### src/core/rcchk_defs.svh
// Constants for the reconfiguration error checker.
// Assumes inclusion by the package, the top module and the bench.
`ifndef RCCHK_DEFS_SVH
`define RCCHK_DEFS_SVH

// Operation-select code for channel reconfiguration
`define RCCHK_MODE_CHANNEL     3'h1
`define RCCHK_MODE_W           3
// Error pulse length in controller cycles
`define RCCHK_ERR_CYCLES       2'h2
// Offset cancellation duration in simulation model, cycles
`define RCCHK_OC_SIM_CYCLES    16
// Default expected operation length, cycles
`define RCCHK_OP_TIMEOUT       256
// AXI register offsets
`define RCCHK_REG_CTRL         8'h00
`define RCCHK_REG_STATUS       8'h04
`define RCCHK_REG_IRQ_STAT     8'h08
`define RCCHK_REG_IRQ_EN       8'h0C
`define RCCHK_REG_IRQ_CLR      8'h10
// Field positions
`define RCCHK_CTRL_OC_START    0
`define RCCHK_ST_BUSY          0
`define RCCHK_ST_OC            1
`define RCCHK_IRQ_ILLEGAL      0
`define RCCHK_IRQ_TIMEOUT      1
`define RCCHK_IRQ_OC_DONE      2
`define RCCHK_IRQ_W            3
// AXI responses
`define RCCHK_RESP_OKAY        2'h0
`define RCCHK_RESP_SLVERR      2'h2

`endif

### src/core/rcchk_pkg.sv
// Types for the reconfiguration error checker.
// Assumes rcchk_defs.svh is on the include path.
`default_nettype none
`include "rcchk_defs.svh"

package rcchk_pkg;

   // Controller sequencing states
   typedef enum logic [2:0] {
      RCCHK_IDLE    = 3'h0,
      RCCHK_CHECK   = 3'h1,
      RCCHK_RUN     = 3'h2,
      RCCHK_ERROR   = 3'h3,
      RCCHK_OFFSET  = 3'h4
   } rcchk_state_type;

   // Kind of operation requested
   typedef enum logic [1:0] {
      RCCHK_OP_NONE  = 2'h0,
      RCCHK_OP_READ  = 2'h1,
      RCCHK_OP_WRALL = 2'h2
   } rcchk_op_type;

endpackage

`default_nettype wire

### src/core/rcchk_top.sv
// Reconfiguration controller error checker: illegal-request checks,
// timeout self-recovery, simulation offset cancellation, AXI4-Lite regs.
// Assumes one clock MCLK; user requests are synchronous single-cycle pulses.
`timescale 1ns/10ps
`default_nettype none
`include "rcchk_defs.svh"

// What this block does
// Error output exists only when a check enabled
// Illegal request: busy drops, error two cycles
// Read illegal without any readback outputs
// Write-all illegal without any write inputs
// Read illegal in channel-reconfiguration mode
// Abandon operations exceeding expected cycle count
// After timeout, busy drops, error two cycles
// Out-of-range analog values never raise error
// Simulation offset cancellation lasts 16 cycles
// Power-down stays low during offset cancellation; POWER_DOWN is not used here, the user model holds it low
// Illegal requests perform no reconfiguration work
module rcchk_top
   import rcchk_pkg::*;
#(
   parameter bit          ILLEGAL_CHECK_EN = 1'b1,
   parameter bit          SELF_RECOVER_EN  = 1'b1,
   parameter logic [3:0]  READBACK_EN      = 4'hF,
   parameter logic [3:0]  WRITE_EN         = 4'hF,
   parameter int unsigned OP_TIMEOUT       = `RCCHK_OP_TIMEOUT,
   parameter int unsigned OC_CYCLES        = `RCCHK_OC_SIM_CYCLES
) (
   // Clock and reset
   input  wire logic        MCLK,
   input  wire logic        RST_N,
   // User request side
   input  wire logic        READ,
   input  wire logic        WRITE_ALL,
   input  wire logic [2:0]  MODE_SEL,
   input  wire logic        POWER_DOWN,
   output logic             BUSY,
   output logic             ERROR,
   // Datapath side
   output logic             OP_START,
   output logic [1:0]       OP_KIND,
   input  wire logic        OP_DONE,
   output logic             OP_ABORT,
   output logic             OC_ACTIVE,
   // AXI4-Lite slave
   input  wire logic [7:0]  S_AXI_AWADDR,
   input  wire logic        S_AXI_AWVALID,
   output logic             S_AXI_AWREADY,
   input  wire logic [31:0] S_AXI_WDATA,
   input  wire logic [3:0]  S_AXI_WSTRB,
   input  wire logic        S_AXI_WVALID,
   output logic             S_AXI_WREADY,
   output logic [1:0]       S_AXI_BRESP,
   output logic             S_AXI_BVALID,
   input  wire logic        S_AXI_BREADY,
   input  wire logic [7:0]  S_AXI_ARADDR,
   input  wire logic        S_AXI_ARVALID,
   output logic             S_AXI_ARREADY,
   output logic [31:0]      S_AXI_RDATA,
   output logic [1:0]       S_AXI_RRESP,
   output logic             S_AXI_RVALID,
   input  wire logic        S_AXI_RREADY,
   // Interrupt
   output logic             IRQ
);

   // Counter width covers the default timeout with room to spare
   localparam int CNT_W = 16;
   localparam logic [CNT_W-1:0] TIMEOUT_C = CNT_W'(OP_TIMEOUT);
   localparam logic [CNT_W-1:0] OC_C      = CNT_W'(OC_CYCLES);
   // Error output only present when some check is built in
   localparam bit ERR_PRESENT = ILLEGAL_CHECK_EN || SELF_RECOVER_EN;

   // All state in one record so reset and update stay a single assignment
   typedef struct packed {
      rcchk_state_type          state;
      rcchk_op_type             op;
      logic                     illegal;
      logic [CNT_W-1:0]         cnt;
      logic [1:0]               err_cnt;
      logic                     error;
      logic                     start;
      logic                     abort;
      logic [`RCCHK_IRQ_W-1:0]  irq_stat;
      logic [`RCCHK_IRQ_W-1:0]  irq_en;
      logic                     aw_got;
      logic                     w_got;
      logic [7:0]               awaddr;
      logic [31:0]              wdata;
      logic [3:0]               wstrb;
      logic                     bvalid;
      logic [1:0]               bresp;
      logic                     rvalid;
      logic [31:0]              rdata;
      logic [1:0]               rresp;
   } rcchk_regs_type;

   // r is the only state; next_r is its combinational successor
   rcchk_regs_type r, next_r;

   // Decides whether a request is illegal for this build
   function automatic logic is_illegal(input rcchk_op_type op, input logic [2:0] mode);
      logic bad;
      bad = 1'b0;
      if (op == RCCHK_OP_READ && READBACK_EN == 4'h0)
         bad = 1'b1;
      if (op == RCCHK_OP_WRALL && WRITE_EN == 4'h0)
         bad = 1'b1;
      if (op == RCCHK_OP_READ && mode == `RCCHK_MODE_CHANNEL)
         bad = 1'b1;
      return bad && ILLEGAL_CHECK_EN;
   endfunction

   // Register address match on word offsets
   function automatic logic addr_is(input logic [7:0] a, input logic [7:0] off);
      return {a[7:2], 2'h0} == off;
   endfunction

   // Strobes decoded from the register bus, used only inside the next-state logic
   logic wr_fire;
   logic rd_fire;
   logic oc_start_wr;
   logic [`RCCHK_IRQ_W-1:0] clr_bits;

   // Next-state logic for sequencer and register slave
   always_comb begin
      next_r = r;
      next_r.start = 1'b0;
      next_r.abort = 1'b0;
      oc_start_wr = 1'b0;
      clr_bits = '0;

      // AXI write: address and data taken in either order
      // Writes to read-only words are answered OKAY and have no effect
      if (S_AXI_AWVALID && S_AXI_AWREADY) begin
         next_r.aw_got = 1'b1;
         next_r.awaddr = S_AXI_AWADDR;
      end
      if (S_AXI_WVALID && S_AXI_WREADY) begin
         next_r.w_got = 1'b1;
         next_r.wdata = S_AXI_WDATA;
         next_r.wstrb = S_AXI_WSTRB;
      end
      wr_fire = r.aw_got && r.w_got && !r.bvalid;
      if (wr_fire) begin
         next_r.aw_got = 1'b0;
         next_r.w_got  = 1'b0;
         next_r.bvalid = 1'b1;
         next_r.bresp  = `RCCHK_RESP_OKAY;
         if (addr_is(r.awaddr, `RCCHK_REG_CTRL)) begin
            oc_start_wr = r.wstrb[0] && r.wdata[`RCCHK_CTRL_OC_START];
         end else if (addr_is(r.awaddr, `RCCHK_REG_IRQ_EN)) begin
            if (r.wstrb[0])
               next_r.irq_en = r.wdata[`RCCHK_IRQ_W-1:0];
         end else if (addr_is(r.awaddr, `RCCHK_REG_IRQ_CLR)) begin
            if (r.wstrb[0])
               clr_bits = r.wdata[`RCCHK_IRQ_W-1:0];
         end else if (!addr_is(r.awaddr, `RCCHK_REG_STATUS) && !addr_is(r.awaddr, `RCCHK_REG_IRQ_STAT)) begin
            next_r.bresp = `RCCHK_RESP_SLVERR;
         end
      end
      if (r.bvalid && S_AXI_BREADY)
         next_r.bvalid = 1'b0;

      // AXI read
      // Read data is registered so RDATA holds while RVALID waits for RREADY
      rd_fire = S_AXI_ARVALID && S_AXI_ARREADY;
      if (rd_fire) begin
         next_r.rvalid = 1'b1;
         next_r.rresp  = `RCCHK_RESP_OKAY;
         next_r.rdata  = '0;
         if (addr_is(S_AXI_ARADDR, `RCCHK_REG_STATUS)) begin
            next_r.rdata[`RCCHK_ST_BUSY] = BUSY;
            next_r.rdata[`RCCHK_ST_OC]   = (r.state == RCCHK_OFFSET);
         end else if (addr_is(S_AXI_ARADDR, `RCCHK_REG_IRQ_STAT))
            next_r.rdata[`RCCHK_IRQ_W-1:0] = r.irq_stat;
         else if (addr_is(S_AXI_ARADDR, `RCCHK_REG_IRQ_EN))
            next_r.rdata[`RCCHK_IRQ_W-1:0] = r.irq_en;
         else if (!addr_is(S_AXI_ARADDR, `RCCHK_REG_CTRL) && !addr_is(S_AXI_ARADDR, `RCCHK_REG_IRQ_CLR))
            next_r.rresp = `RCCHK_RESP_SLVERR;
      end else if (r.rvalid && S_AXI_RREADY)
         next_r.rvalid = 1'b0;

      // Clear first so a same-cycle event below wins
      next_r.irq_stat = r.irq_stat & ~clr_bits;

      // Error pulse counts down independently of the sequencer
      if (r.err_cnt != 2'h0)
         next_r.err_cnt = r.err_cnt - 2'h1;
      next_r.error = ERR_PRESENT && (next_r.err_cnt != 2'h0);

      // Request sequencer
      unique case (r.state)
         RCCHK_IDLE: begin
            // A request in the same cycle as an offset start wins; that write is lost
            if (READ || WRITE_ALL) begin
               next_r.op = READ ? RCCHK_OP_READ : RCCHK_OP_WRALL;
               // Latch the verdict now; mode may move next cycle
               next_r.illegal = is_illegal(READ ? RCCHK_OP_READ : RCCHK_OP_WRALL, MODE_SEL);
               next_r.state = RCCHK_CHECK;
            end else if (oc_start_wr) begin
               next_r.cnt = '0;
               next_r.state = RCCHK_OFFSET;
            end
         end
         RCCHK_CHECK: begin
            // Second cycle: verdict acted on, inside the two-cycle budget
            if (r.illegal) begin
               next_r.state   = RCCHK_ERROR;
               next_r.err_cnt = `RCCHK_ERR_CYCLES;
               next_r.error   = ERR_PRESENT;
               next_r.irq_stat[`RCCHK_IRQ_ILLEGAL] = 1'b1;
            end else begin
               // Analog values are not range-checked here on purpose
               next_r.start = 1'b1;
               next_r.cnt   = '0;
               next_r.state = RCCHK_RUN;
            end
         end
         RCCHK_RUN: begin
            next_r.cnt = r.cnt + CNT_W'(1);
            // Done on the limit cycle still counts as done, not as a timeout
            if (OP_DONE)
               next_r.state = RCCHK_IDLE;
            else if (SELF_RECOVER_EN && r.cnt >= TIMEOUT_C - CNT_W'(1)) begin
               next_r.abort   = 1'b1;
               next_r.state   = RCCHK_ERROR;
               next_r.err_cnt = `RCCHK_ERR_CYCLES;
               next_r.error   = ERR_PRESENT;
               next_r.irq_stat[`RCCHK_IRQ_TIMEOUT] = 1'b1;
            end
         end
         RCCHK_ERROR: begin
            // Requests are dropped here; the user waits for error to fall
            if (r.err_cnt == 2'h1)
               next_r.state = RCCHK_IDLE;
         end
         RCCHK_OFFSET: begin
            // Requests are ignored until the sequence ends; none may cut it short
            next_r.cnt = r.cnt + CNT_W'(1);
            if (r.cnt == OC_C - CNT_W'(1)) begin
               next_r.state = RCCHK_IDLE;
               next_r.irq_stat[`RCCHK_IRQ_OC_DONE] = 1'b1;
            end
         end
         default: next_r.state = RCCHK_IDLE;
      endcase
   end

   // Single state register
   // Reset leaves the bus readies high because they derive from empty flags
   always_ff @(posedge MCLK or negedge RST_N) begin
      if (!RST_N)
         r <= '0;
      else
         r <= next_r;
   end

   // Outputs; busy is low while error shows
   // Readies are combinational so an idle slave takes address and data at once
   assign BUSY          = (r.state == RCCHK_CHECK) || (r.state == RCCHK_RUN) || (r.state == RCCHK_OFFSET);
   assign ERROR         = r.error;
   assign OP_START      = r.start;
   assign OP_KIND       = r.op;
   assign OP_ABORT      = r.abort;
   assign OC_ACTIVE     = (r.state == RCCHK_OFFSET);
   assign S_AXI_AWREADY = !r.aw_got && !r.bvalid;
   assign S_AXI_WREADY  = !r.w_got && !r.bvalid;
   assign S_AXI_BVALID  = r.bvalid;
   assign S_AXI_BRESP   = r.bresp;
   assign S_AXI_ARREADY = !r.rvalid;
   assign S_AXI_RVALID  = r.rvalid;
   assign S_AXI_RDATA   = r.rdata;
   assign S_AXI_RRESP   = r.rresp;
   assign IRQ           = |(r.irq_stat & r.irq_en);

   // Checks on error timing and sequencing
   // They check only what this block drives; user inputs are left to the bench
   AST_ERR_TWO: assert property (@(posedge MCLK) disable iff (!RST_N)
      $rose(ERROR) |-> ERROR ##1 ERROR ##1 !ERROR)
      else $error("error pulse not two cycles");
   AST_ILLEGAL_FAST: assert property (@(posedge MCLK) disable iff (!RST_N)
      (r.state == RCCHK_IDLE && READ && is_illegal(RCCHK_OP_READ, MODE_SEL)) |-> ##[1:2] (ERROR && !BUSY))
      else $error("illegal read not flagged in time");
   AST_CHAN_READ: assert property (@(posedge MCLK) disable iff (!RST_N)
      (ILLEGAL_CHECK_EN && r.state == RCCHK_IDLE && READ && MODE_SEL == `RCCHK_MODE_CHANNEL) |-> ##2 ERROR)
      else $error("channel-mode read not flagged");
   AST_NO_START: assert property (@(posedge MCLK) disable iff (!RST_N)
      (r.state == RCCHK_CHECK && r.illegal) |-> ##1 (!OP_START [*2]))
      else $error("illegal request started datapath");
   AST_TIMEOUT: assert property (@(posedge MCLK) disable iff (!RST_N)
      OP_ABORT |-> (ERROR && !BUSY && $past(r.state) == RCCHK_RUN))
      else $error("abort without error");
   AST_ERR_NOBUSY: assert property (@(posedge MCLK) disable iff (!RST_N)
      ERROR |-> !BUSY)
      else $error("busy during error");
   AST_NO_ERR_OPT: assert property (@(posedge MCLK) disable iff (!RST_N)
      !ERR_PRESENT |-> !ERROR)
      else $error("error without option");
   AST_OC_LEN: assert property (@(posedge MCLK) disable iff (!RST_N)
      $rose(OC_ACTIVE) |-> (OC_ACTIVE && r.cnt < OC_C) ##(OC_CYCLES) !OC_ACTIVE)
      else $error("offset cancellation length wrong");
   AST_LEGAL_OK: assert property (@(posedge MCLK) disable iff (!RST_N)
      (r.state == RCCHK_CHECK && !r.illegal) |-> ##1 (OP_START && !ERROR))
      else $error("legal request flagged");
   AST_OC_QUIET: assert property (@(posedge MCLK) disable iff (!RST_N)
      OC_ACTIVE |-> (BUSY && !ERROR && !OP_START))
      else $error("offset cancellation not exclusive");
   AST_READ_NOBACK: assert property (@(posedge MCLK) disable iff (!RST_N)
      (ILLEGAL_CHECK_EN && READBACK_EN == 4'h0 && r.state == RCCHK_IDLE && READ) |-> ##2 (ERROR && !BUSY))
      else $error("read without readback not flagged");
   AST_WRALL_NOPORT: assert property (@(posedge MCLK) disable iff (!RST_N)
      (ILLEGAL_CHECK_EN && WRITE_EN == 4'h0 && r.state == RCCHK_IDLE && WRITE_ALL && !READ) |-> ##2 (ERROR && !BUSY))
      else $error("write-all without write ports not flagged");
   AST_BUSY_BEFORE: assert property (@(posedge MCLK) disable iff (!RST_N)
      $rose(ERROR) |-> $past(BUSY))
      else $error("error not preceded by busy");
   AST_RUN_BOUND: assert property (@(posedge MCLK) disable iff (!RST_N)
      (SELF_RECOVER_EN && r.state == RCCHK_RUN) |-> (r.cnt < TIMEOUT_C))
      else $error("operation ran past its limit");
   AST_ABORT_ONE: assert property (@(posedge MCLK) disable iff (!RST_N)
      OP_ABORT |=> !OP_ABORT)
      else $error("abort longer than one cycle");

   // Bus answers must hold until the master takes them
   AST_BVALID_HOLD: assert property (@(posedge MCLK) disable iff (!RST_N)  // Write response handshake
      (S_AXI_BVALID && !S_AXI_BREADY) |=> (S_AXI_BVALID && $stable(S_AXI_BRESP)))
      else $error("write response dropped early");
   AST_RVALID_HOLD: assert property (@(posedge MCLK) disable iff (!RST_N)  // Read data handshake
      (S_AXI_RVALID && !S_AXI_RREADY) |=> (S_AXI_RVALID && $stable(S_AXI_RDATA)))
      else $error("read data dropped early");

   COV_ILLEGAL: cover property (@(posedge MCLK) disable iff (!RST_N) $rose(r.irq_stat[`RCCHK_IRQ_ILLEGAL]));
   COV_TIMEOUT: cover property (@(posedge MCLK) disable iff (!RST_N) OP_ABORT);
   COV_DONE: cover property (@(posedge MCLK) disable iff (!RST_N) r.state == RCCHK_RUN && OP_DONE);
   COV_OC: cover property (@(posedge MCLK) disable iff (!RST_N) $fell(OC_ACTIVE));
   COV_WRALL_BAD: cover property (@(posedge MCLK) disable iff (!RST_N)
      r.state == RCCHK_CHECK && r.illegal && r.op == RCCHK_OP_WRALL);

endmodule

`default_nettype wire

### config.mk
export PLATFORM = sky130hd
export DESIGN_NAME = rcchk_top
export DESIGN_NICKNAME = d
export VERILOG_FILES = /design/src/core/rcchk_pkg.sv /design/src/core/rcchk_top.sv
export VERILOG_INCLUDE_DIRS = /design/src /design/src/core
export SDC_FILE = /design/constraint.sdc
export NUM_CORES = 1
export LEC_CHECK = 0
export ABC_AREA = 1
export BUFFER_PORTS_ARGS = -buffer_cell sky130_fd_sc_hd__buf_2
export CAP_MARGIN = 20
export CORE_MARGIN = 8
export CORE_UTILIZATION = 49
export CTS_BUF_LIST = sky130_fd_sc_hd__clkbuf_4
export DETAILED_ROUTE_END_ITERATION = 8
export GPL_TIMING_DRIVEN = 0
export MAX_ROUTING_LAYER = met4
export PLACE_DENSITY = 0.8
export SLEW_MARGIN = 30
export SYNTH_ARGS = -nofsm -noshare
export SYNTH_HDL_FRONTEND = slang
export SYNTH_SLANG_ARGS = --single-unit
### constraint.sdc
create_clock -name MCLK -period 1.45 [get_ports MCLK]
set_input_delay 0 -clock MCLK [delete_from_list [all_inputs] [get_ports MCLK]]
set_output_delay 0 -clock MCLK [all_outputs]
set_load 0.05 [all_outputs]
==> results of run 1 <==
## tightest hold or removal path: stages
cell,delay [ns]
buf_2,0.08
nand2_1,0.17
o21ai_0,0.13
## worst max-delay path by stage
| stage | startpoint | to | slack, ns | depth (start not counted) |
|---|---|---|---|---|
| floorplan | S_AXI_BVALID$_DFFE_PN0P_ | r[78]$_DFFE_PN0P_ | 0.01 | 3 |
| global placement | r[95]$_DFFE_PN0P_ | r[93]$_DFF_PN0_ | 0.006 | 8 |
| detailed placement | r[95]$_DFFE_PN0P_ | r[115]$_DFFE_PN0P_ | -0.06 | 7 |
| CTS | r[116]$_DFFE_PN0P_ | BUSY | -0.02 | 6 |
| global route | r[114]$_DFFE_PN0P_ | r[109]$_DFFE_PN0P_ | -0.11 | 9 |
| finish | r[115]$_DFFE_PN0P_ | BUSY | 0.002 | 6 |
## what timing repair did
action | in CTS | in global routing
hold endpoints to repair | 73 | 0
hold buffers | 20 | 0
buffers inserted | 6 | 6
endpoints found under the setup margin | 18 | 22
pin swaps | 4 | 5
gates resized for setup | 10 | 17
## state kept, by name, summed over array words and instances (netlist names)
register and flops:
ERROR 1, S_AXI_RDATA 3, OP_KIND 2, S_AXI_BRESP 1
S_AXI_RRESP 1, S_AXI_BVALID 1, S_AXI_RVALID 1, r 40
OP_ABORT 1, OP_START 1
## stage by stage
step | utilization (%) | hold slack (ns) | total power [mW] | std cells
floorplan | - | -0.296 | 4.63 | 419
global placement | 58.2 | 0.175 | 5.18 | 540
detailed placement | 58.3 | 0.0742 | 5.29 | 540
CTS | 64.1 | 0.0218 | 6.28 | 574
global route | 65.9 | 0.0289 | 6.97 | 580
finish | 65.9 | 0.0277 | 6.51 | 580
## layout by cell type (no fill, tap or decap), types with 6 or more instances in the layout
cell type	count
nand2_1	104
buf_4	51
dfrtp_1	48
buf_2	43
nor2_1	37
conb_1	31
inv_1	30
nand3_1	29
dlygate4sd3_1	20
o21ai_0	18
nand4_1	12
a21oi_1	10
inv_2	7
nand2_2	7
or2_2	6
## layer usage
| layer | global-route usage [%] | up-vias | part of all wire (%) |
|---|---|---|---|
| li1 | - | 1401 | - |
| met3 | 3.61 | 6 | 6.7 |
| met1 | 16.1 | 1268 | 40 |
| met4 | 3.70 | 0 | 0.92 |
| met2 | 29.2 | 62 | 53 |
| met5 | - | - | 0 |
## logic make-up (layout without fill, tap and decap cells)
logic type      Yosys count  after routing  share of synthesized area (%)
mux                       3              3                           1.14
simple gates            220            220                           33.0
fa+ha+maj                 1              1                          0.424
compound gates           32             32                           5.85
flops                    52             52                           44.1
other cells               1             31                          0.127
buf+inv                  80            166                           15.4
## power groups by stage
stage | Clock [mW] | Sequential, mW | Combinational [mW]
after floorplan | 0 | 2.32 | 2.31
after global placement | 0 | 2.26 | 2.92
after detailed placement | 0 | 2.29 | 3.00
after CTS | 0.727 | 2.24 | 3.31
after global routing | 0.789 | 2.33 | 3.85
final | 0.709 | 2.28 | 3.52
## area by class of cell
type	count	share of cell area [%]
flip-flops and latches	52	33.7
inverters	40	4.10
clock buffers	5	0.968
clock inverters	3	0.710
plain buffers	40	7.94
repair buffers	78	13.9
multi-input cells	287	36.3
well taps	75	2.42
==> results.py, run 1 <==
metrics = {
    "logic_synthesis": {
        "synth_cells": 389,
        "synth_top_area_share_pct": 44.1,
        "synth_area_leaders": "dfrtp_1 (44%), nand2_1 (14%), buf_4 (9.9%)",
        "syn_avg_cell_area_um2": 7.59,
        "synth_enable_flop_cells": 0,
        "yosysSeqAreaShare_pct": 44.1,
        "yosysMostFrequentCell": "nand2_1",
        "synthTopCellsByCount": "nand2_1 (109), dfrtp_1 (52), nor2_1 (41), buf_4 (39), nand3_1 (34)",
        "synthFlopType": "dfrtp_1",
        "ys_types": 28,
        "synth_warnings": 0,
        "synth_top_cell_by_area": "dfrtp_1",
        "synth.cell_area_um2": 2950,
        "async_flop_share_pct": 100,
        "synth-seq-cells": 52,
    },
    "cells_and_area": {
        "regArea_um2": 1310,
        "diodes": 0,
        "drive_gt1_share_pct": 31.5,
        "design_area_um2": 3880,
        "multiInputGateArea_um2": 1410,
        "fillers": 517,
        "syn_to_final_growth_pct": 31.4,
        "finalNetCount": 571,
    },
    "min_path": {
        "hp-class": "input pin to flop",
        "min_to": "S_AXI_RVALID$_DFFE_PN0P_",
        "hold_path_depth": 3,
        "worstHoldStart": "S_AXI_ARVALID",
    },
    "critical_path": {
        "path_cells": "inv_4 > nand2_4 > nor2_4 > inv_2 > nand2_2 > buf_8",
        "cp.required_ns": 1.45,
        "r2r_slack_ns": 0.03,
        "arrival_ns": 1.45,
        "reg2reg_to": "r[110]$_DFFE_PN0P_",
        "cp-start-kind": "flop",
        "critPathMaxStageDelay_ns": 0.45,
        "critPathKind": "flop to output pin",
        "cp-end-kind": "output pin",
        "path_delay_family": "flip-flops",
        "crit_fanout": 5,
        "reg2regPathDepth": 9,
        "crit_buf_inv": 3,
        "regToRegStartpoint": "r[114]$_DFFE_PN0P_",
        "slowest_stage": "dfrtp_1",
    },
    "grt": {
        "grt_overflow": 0,
        "grt_max_degree": 53,
        "grt_pass1_wl_um": 11100,
        "grt_pass1_vias": 2622,
        "track_usage_pct": 15.6,
        "antenna_found_initial": 0,
    },
    "placed_design": {
        "dp_hpwl_um": 4890,
        "io_buffers": 46,
        "dpl_cell_area_um2": 3430,
        "pre_cts_ws_ns": -0.0553,
        "gp_congestion": 0.880,
    },
    "sta": {
        "fmax_mhz": 690,
        "hold_viol": 0,
        "finalSetupViolCount": 0,
        "relSlewSlack_pct": 57.8,
        "period_share_pct": 99.9,
        "rsz0062_at_grt": "true",
        "fin_crit_ns": 1.45,
        "worst_slack_ns": 0.00159,
        "worst_pin_slew_ns": 0.633,
        "drv_slew": 0,
        "skew_ns": 0.0110,
        "fin_setup_tns_ns": 0,
    },
    "power_and_ir_drop": {
        "ir_drop_v": 0.00120,
        "seqPwrFrac_pct": 35.0,
        "p_switching_mw": 3.12,
        "powerDensity_nw_per_um2": 1680,
        "pwr-share-comb_pct": 54.1,
        "p_clk_share_pct": 10.9,
        "switching_share_pct": 47.9,
        "p_leak_nw": 2.11,
        "internal-power_mw": 3.39,
    },
    "cts": {
        "tritoncts": "done",
        "cts_buffers": 5,
        "clk_pin_slew_worst_paths_ns": 0.17,
        "clk_latency_ns": 0.38,
        "clock-sinks": 52,
        "cts_root_buf": "clkbuf_4",
        "clk_path_buf_depth": 2,
        "cts_max_level": 2,
    },
    "floorplan": {
        "core_area_um2": 5890,
        "row_count": 28,
        "fp.dieArea_um2": 8760,
        "fp.dieW_um": 93.6,
        "ioPinCount": 115,
        "die_h_um": 93.6,
        "start_util_pct": 50.1,
    },
    "drt": {
        "drt_iter0_drc": 121,
        "vias": 2737,
        "first_pass_iters": 4,
        "antenna_left": 0,
        "via_per_inst": 4.72,
        "wirelength_um": 6760,
        "drt-wirelength-per-cell_um": 11.7,
        "post-route-drc-count": 0,
    },
    "outcome": {
        "status": "finished, final reports clean",
    },
    "job": {
        "maxCapViolations": 0,
    },
}
Power figures use the tool's default switching activity.
==> inputs of run 2 (changes only) <==
--- a/config.mk
+++ b/config.mk
@@ -7,7 +7,7 @@
 export NUM_CORES = 1
 export LEC_CHECK = 0
 export ABC_AREA = 1
-export BUFFER_PORTS_ARGS = -buffer_cell sky130_fd_sc_hd__buf_2
+export BUFFER_PORTS_ARGS = -buffer_cell sky130_fd_sc_hd__buf_4
 export CAP_MARGIN = 20
 export CORE_MARGIN = 8
 export CORE_UTILIZATION = 49
==> run 2 against run 1 <==
  * The flow now finishes with violations (negative setup slack)
  * Power rose by 11%
  * Fmax shrank 2.7%
  * Critical path depth increased by 3
  * Non-clock buffer count rose by 12
  * Largest cell class unchanged
  * Largest power group unchanged
==> results.py, run 2 (synthesized netlist as in run 1, its figures left out) <==
metrics = {
    "cells_and_area": {
        "finalNetCount": 583,
        "diodes": 0,
        "drive_gt1_share_pct": 35.2,
        "largest_register_ffs": 40,
        "layout_commonest_cell": "buf_4",
        "largest-register": "r",
        "fillers": 484,
        "syn_to_final_growth_pct": 40.6,
        "layout_common_cells": "buf_4 (106), nand2_1 (100), dfrtp_1 (45)",
    },
    "placed_design": {
        "pre_cts_ws_ns": -0.108,
        "gp_congestion": 0.877,
        "dp_hpwl_um": 5060,
        "io_buffers": 46,
    },
    "power_and_ir_drop": {
        "p_leak_nw": 2.22,
        "internal-power_mw": 3.93,
        "switching_share_pct": 45.4,
        "powerDensity_nw_per_um2": 1730,
        "pwr-share-comb_pct": 56.5,
        "p_clk_share_pct": 12.0,
        "power.total_mw": 7.20,
        "ir_drop_v": 0.00114,
        "p_switching_mw": 3.26,
        "seqPwrFrac_pct": 31.6,
    },
    "sta": {
        "hold_viol": 0,
        "drv_slew": 0,
        "rsz0062_at_grt": "true",
        "finalSetupViolCount": 8,
        "period_share_pct": 103,
        "fin_crit_ns": 1.49,
        "fin_setup_tns_ns": -0.108,
        "fmax_mhz": 672,
        "worst_pin_slew_ns": 0.650,
        "worst_slack_ns": -0.0380,
        "skew_ns": 0.0147,
        "relSlewSlack_pct": 56.7,
    },
    "floorplan": {
        "fp.dieW_um": 93.6,
        "fp.dieArea_um2": 8760,
        "core_area_um2": 5890,
        "start_util_pct": 50.1,
        "row_count": 28,
        "ioPinCount": 115,
        "die_h_um": 93.6,
    },
    "critical_path": {
        "critPathKind": "flop to flop",
        "arrival_ns": 1.77,
        "cp-end-kind": "flop",
        "cp-start-kind": "flop",
        "crit_fanout": 7,
        "cp.required_ns": 1.73,
    },
    "drt": {
        "post-route-drc-count": 0,
        "drt_iter0_drc": 178,
        "first_pass_iters": 4,
        "drt-wirelength-per-cell_um": 12.3,
        "wirelength_um": 7290,
        "via_per_inst": 4.80,
        "antenna_left": 0,
        "vias": 2844,
    },
    "cts": {
        "clk_pin_slew_worst_paths_ns": 0.16,
        "cts_max_level": 2,
        "clock-sinks": 52,
        "tritoncts": "done",
        "clk_latency_ns": 0.38,
        "clk_path_buf_depth": 2,
        "cts_root_buf": "clkbuf_4",
        "cts_buffers": 5,
    },
    "grt": {
        "antenna_found_initial": 0,
        "grt_pass1_vias": 2821,
        "track_usage_pct": 16.5,
        "grt_pass1_wl_um": 11700,
        "grt_overflow": 0,
        "grt_max_degree": 53,
    },
    "min_path": {
        "hp-class": "input pin to flop",
    },
    "outcome": {
        "status": "finished, violations left",
        "violations": "negative setup slack",
    },
    "job": {
        "maxCapViolations": 0,
    },
}
[run 2: area by class of cell]
type                       count  area [um2]  share of cell area [%]
buffer                        40         312                    7.51
tap                           75        93.8                    2.26
multi-input combinational    287        1450                    34.9
inverter                      40         154                    3.71
timing repair buffer          90         751                    18.1
clock buffer                   5        37.5                   0.904
sequential                    52        1310                    31.6
clock inverter                 3        46.3                    1.12
[run 2: repair_timing]
| action | 4_1_cts | 5_1_grt |
|---|---|---|
| hold buffers | 19 | 1 |
| hold endpoints to repair | 69 | 3 |
| pin swaps | 6 | 11 |
| setup buffers | 13 | 10 |
| setup endpoints to repair | 20 | 25 |
| gates cloned | 0 | 1 |
| resized for setup | 9 | 30 |
[run 2: routing by layer]
metal	GRT usage (%)	part of all wire (%)	up-vias
met4	4.49	1.4	0
li1	-	-	1424
met2	30.3	54	78
met1	17.0	39	1328
met3	4.01	5.8	14
met5	-	0	-
[run 2: power groups by stage]
| stage | registers (mW) | logic (mW) | clock network (mW) |
|---|---|---|---|
| 6_report | 2.27 | 4.06 | 0.861 |
| 5_1_grt | 2.32 | 4.38 | 0.930 |
| 4_1_cts | 2.23 | 3.58 | 0.867 |
| 3_5_place_dp | 2.29 | 3.15 | 0 |
| 3_3_place_gp | 2.26 | 3.05 | 0 |
| 2_1_floorplan | 2.32 | 2.31 | 0 |
[run 2: worst paths after layout]
path / start / end / slack [ns] / cells after the start
max: r[115]$_DFFE_PN0P_ / r[98]$_DFFE_PN0P_ / -0.04 / 9
min: S_AXI_WVALID / r[82]$_DFFE_PN0P_ / 0.03 / 3
max reg2reg: r[115]$_DFFE_PN0P_ / r[98]$_DFFE_PN0P_ / -0.04 / 9
min reg2reg: r[111]$_DFFE_PN0P_ / OP_START$_DFF_PN0_ / 0.49 / 1
max in group asynchronous: RST_N / S_AXI_BVALID$_DFFE_PN0P_ / 0.81 / 2
min in group asynchronous: RST_N / r[101]$_DFFE_PN0P_ / 0.16 / 2
[run 2: critical path, cell delays in order, from the launching register on]
cell and delay, ns:
dfrtp_1 0.41, inv_2 0.08, buf_4 0.14, nand4_1 0.13, nand2_2 0.10, a21oi_4 0.14, nand2_4 0.11, clkbuf_16 0.17
nand2_1 0.05, nand2_1 0.05
[run 2: stage by stage]
step                hold WS, ns  utilization, %  cells  instance area [um2]
finish                   0.0261            70.5    592                 4150
global route             0.0542            70.5    592                 4150
CTS                     0.00122            67.0    580                 3940
detailed placement       0.0747            60.2    540                 3540
global placement         0.0753            60.2    540                 3540
floorplan                -0.296               -    419                 3100
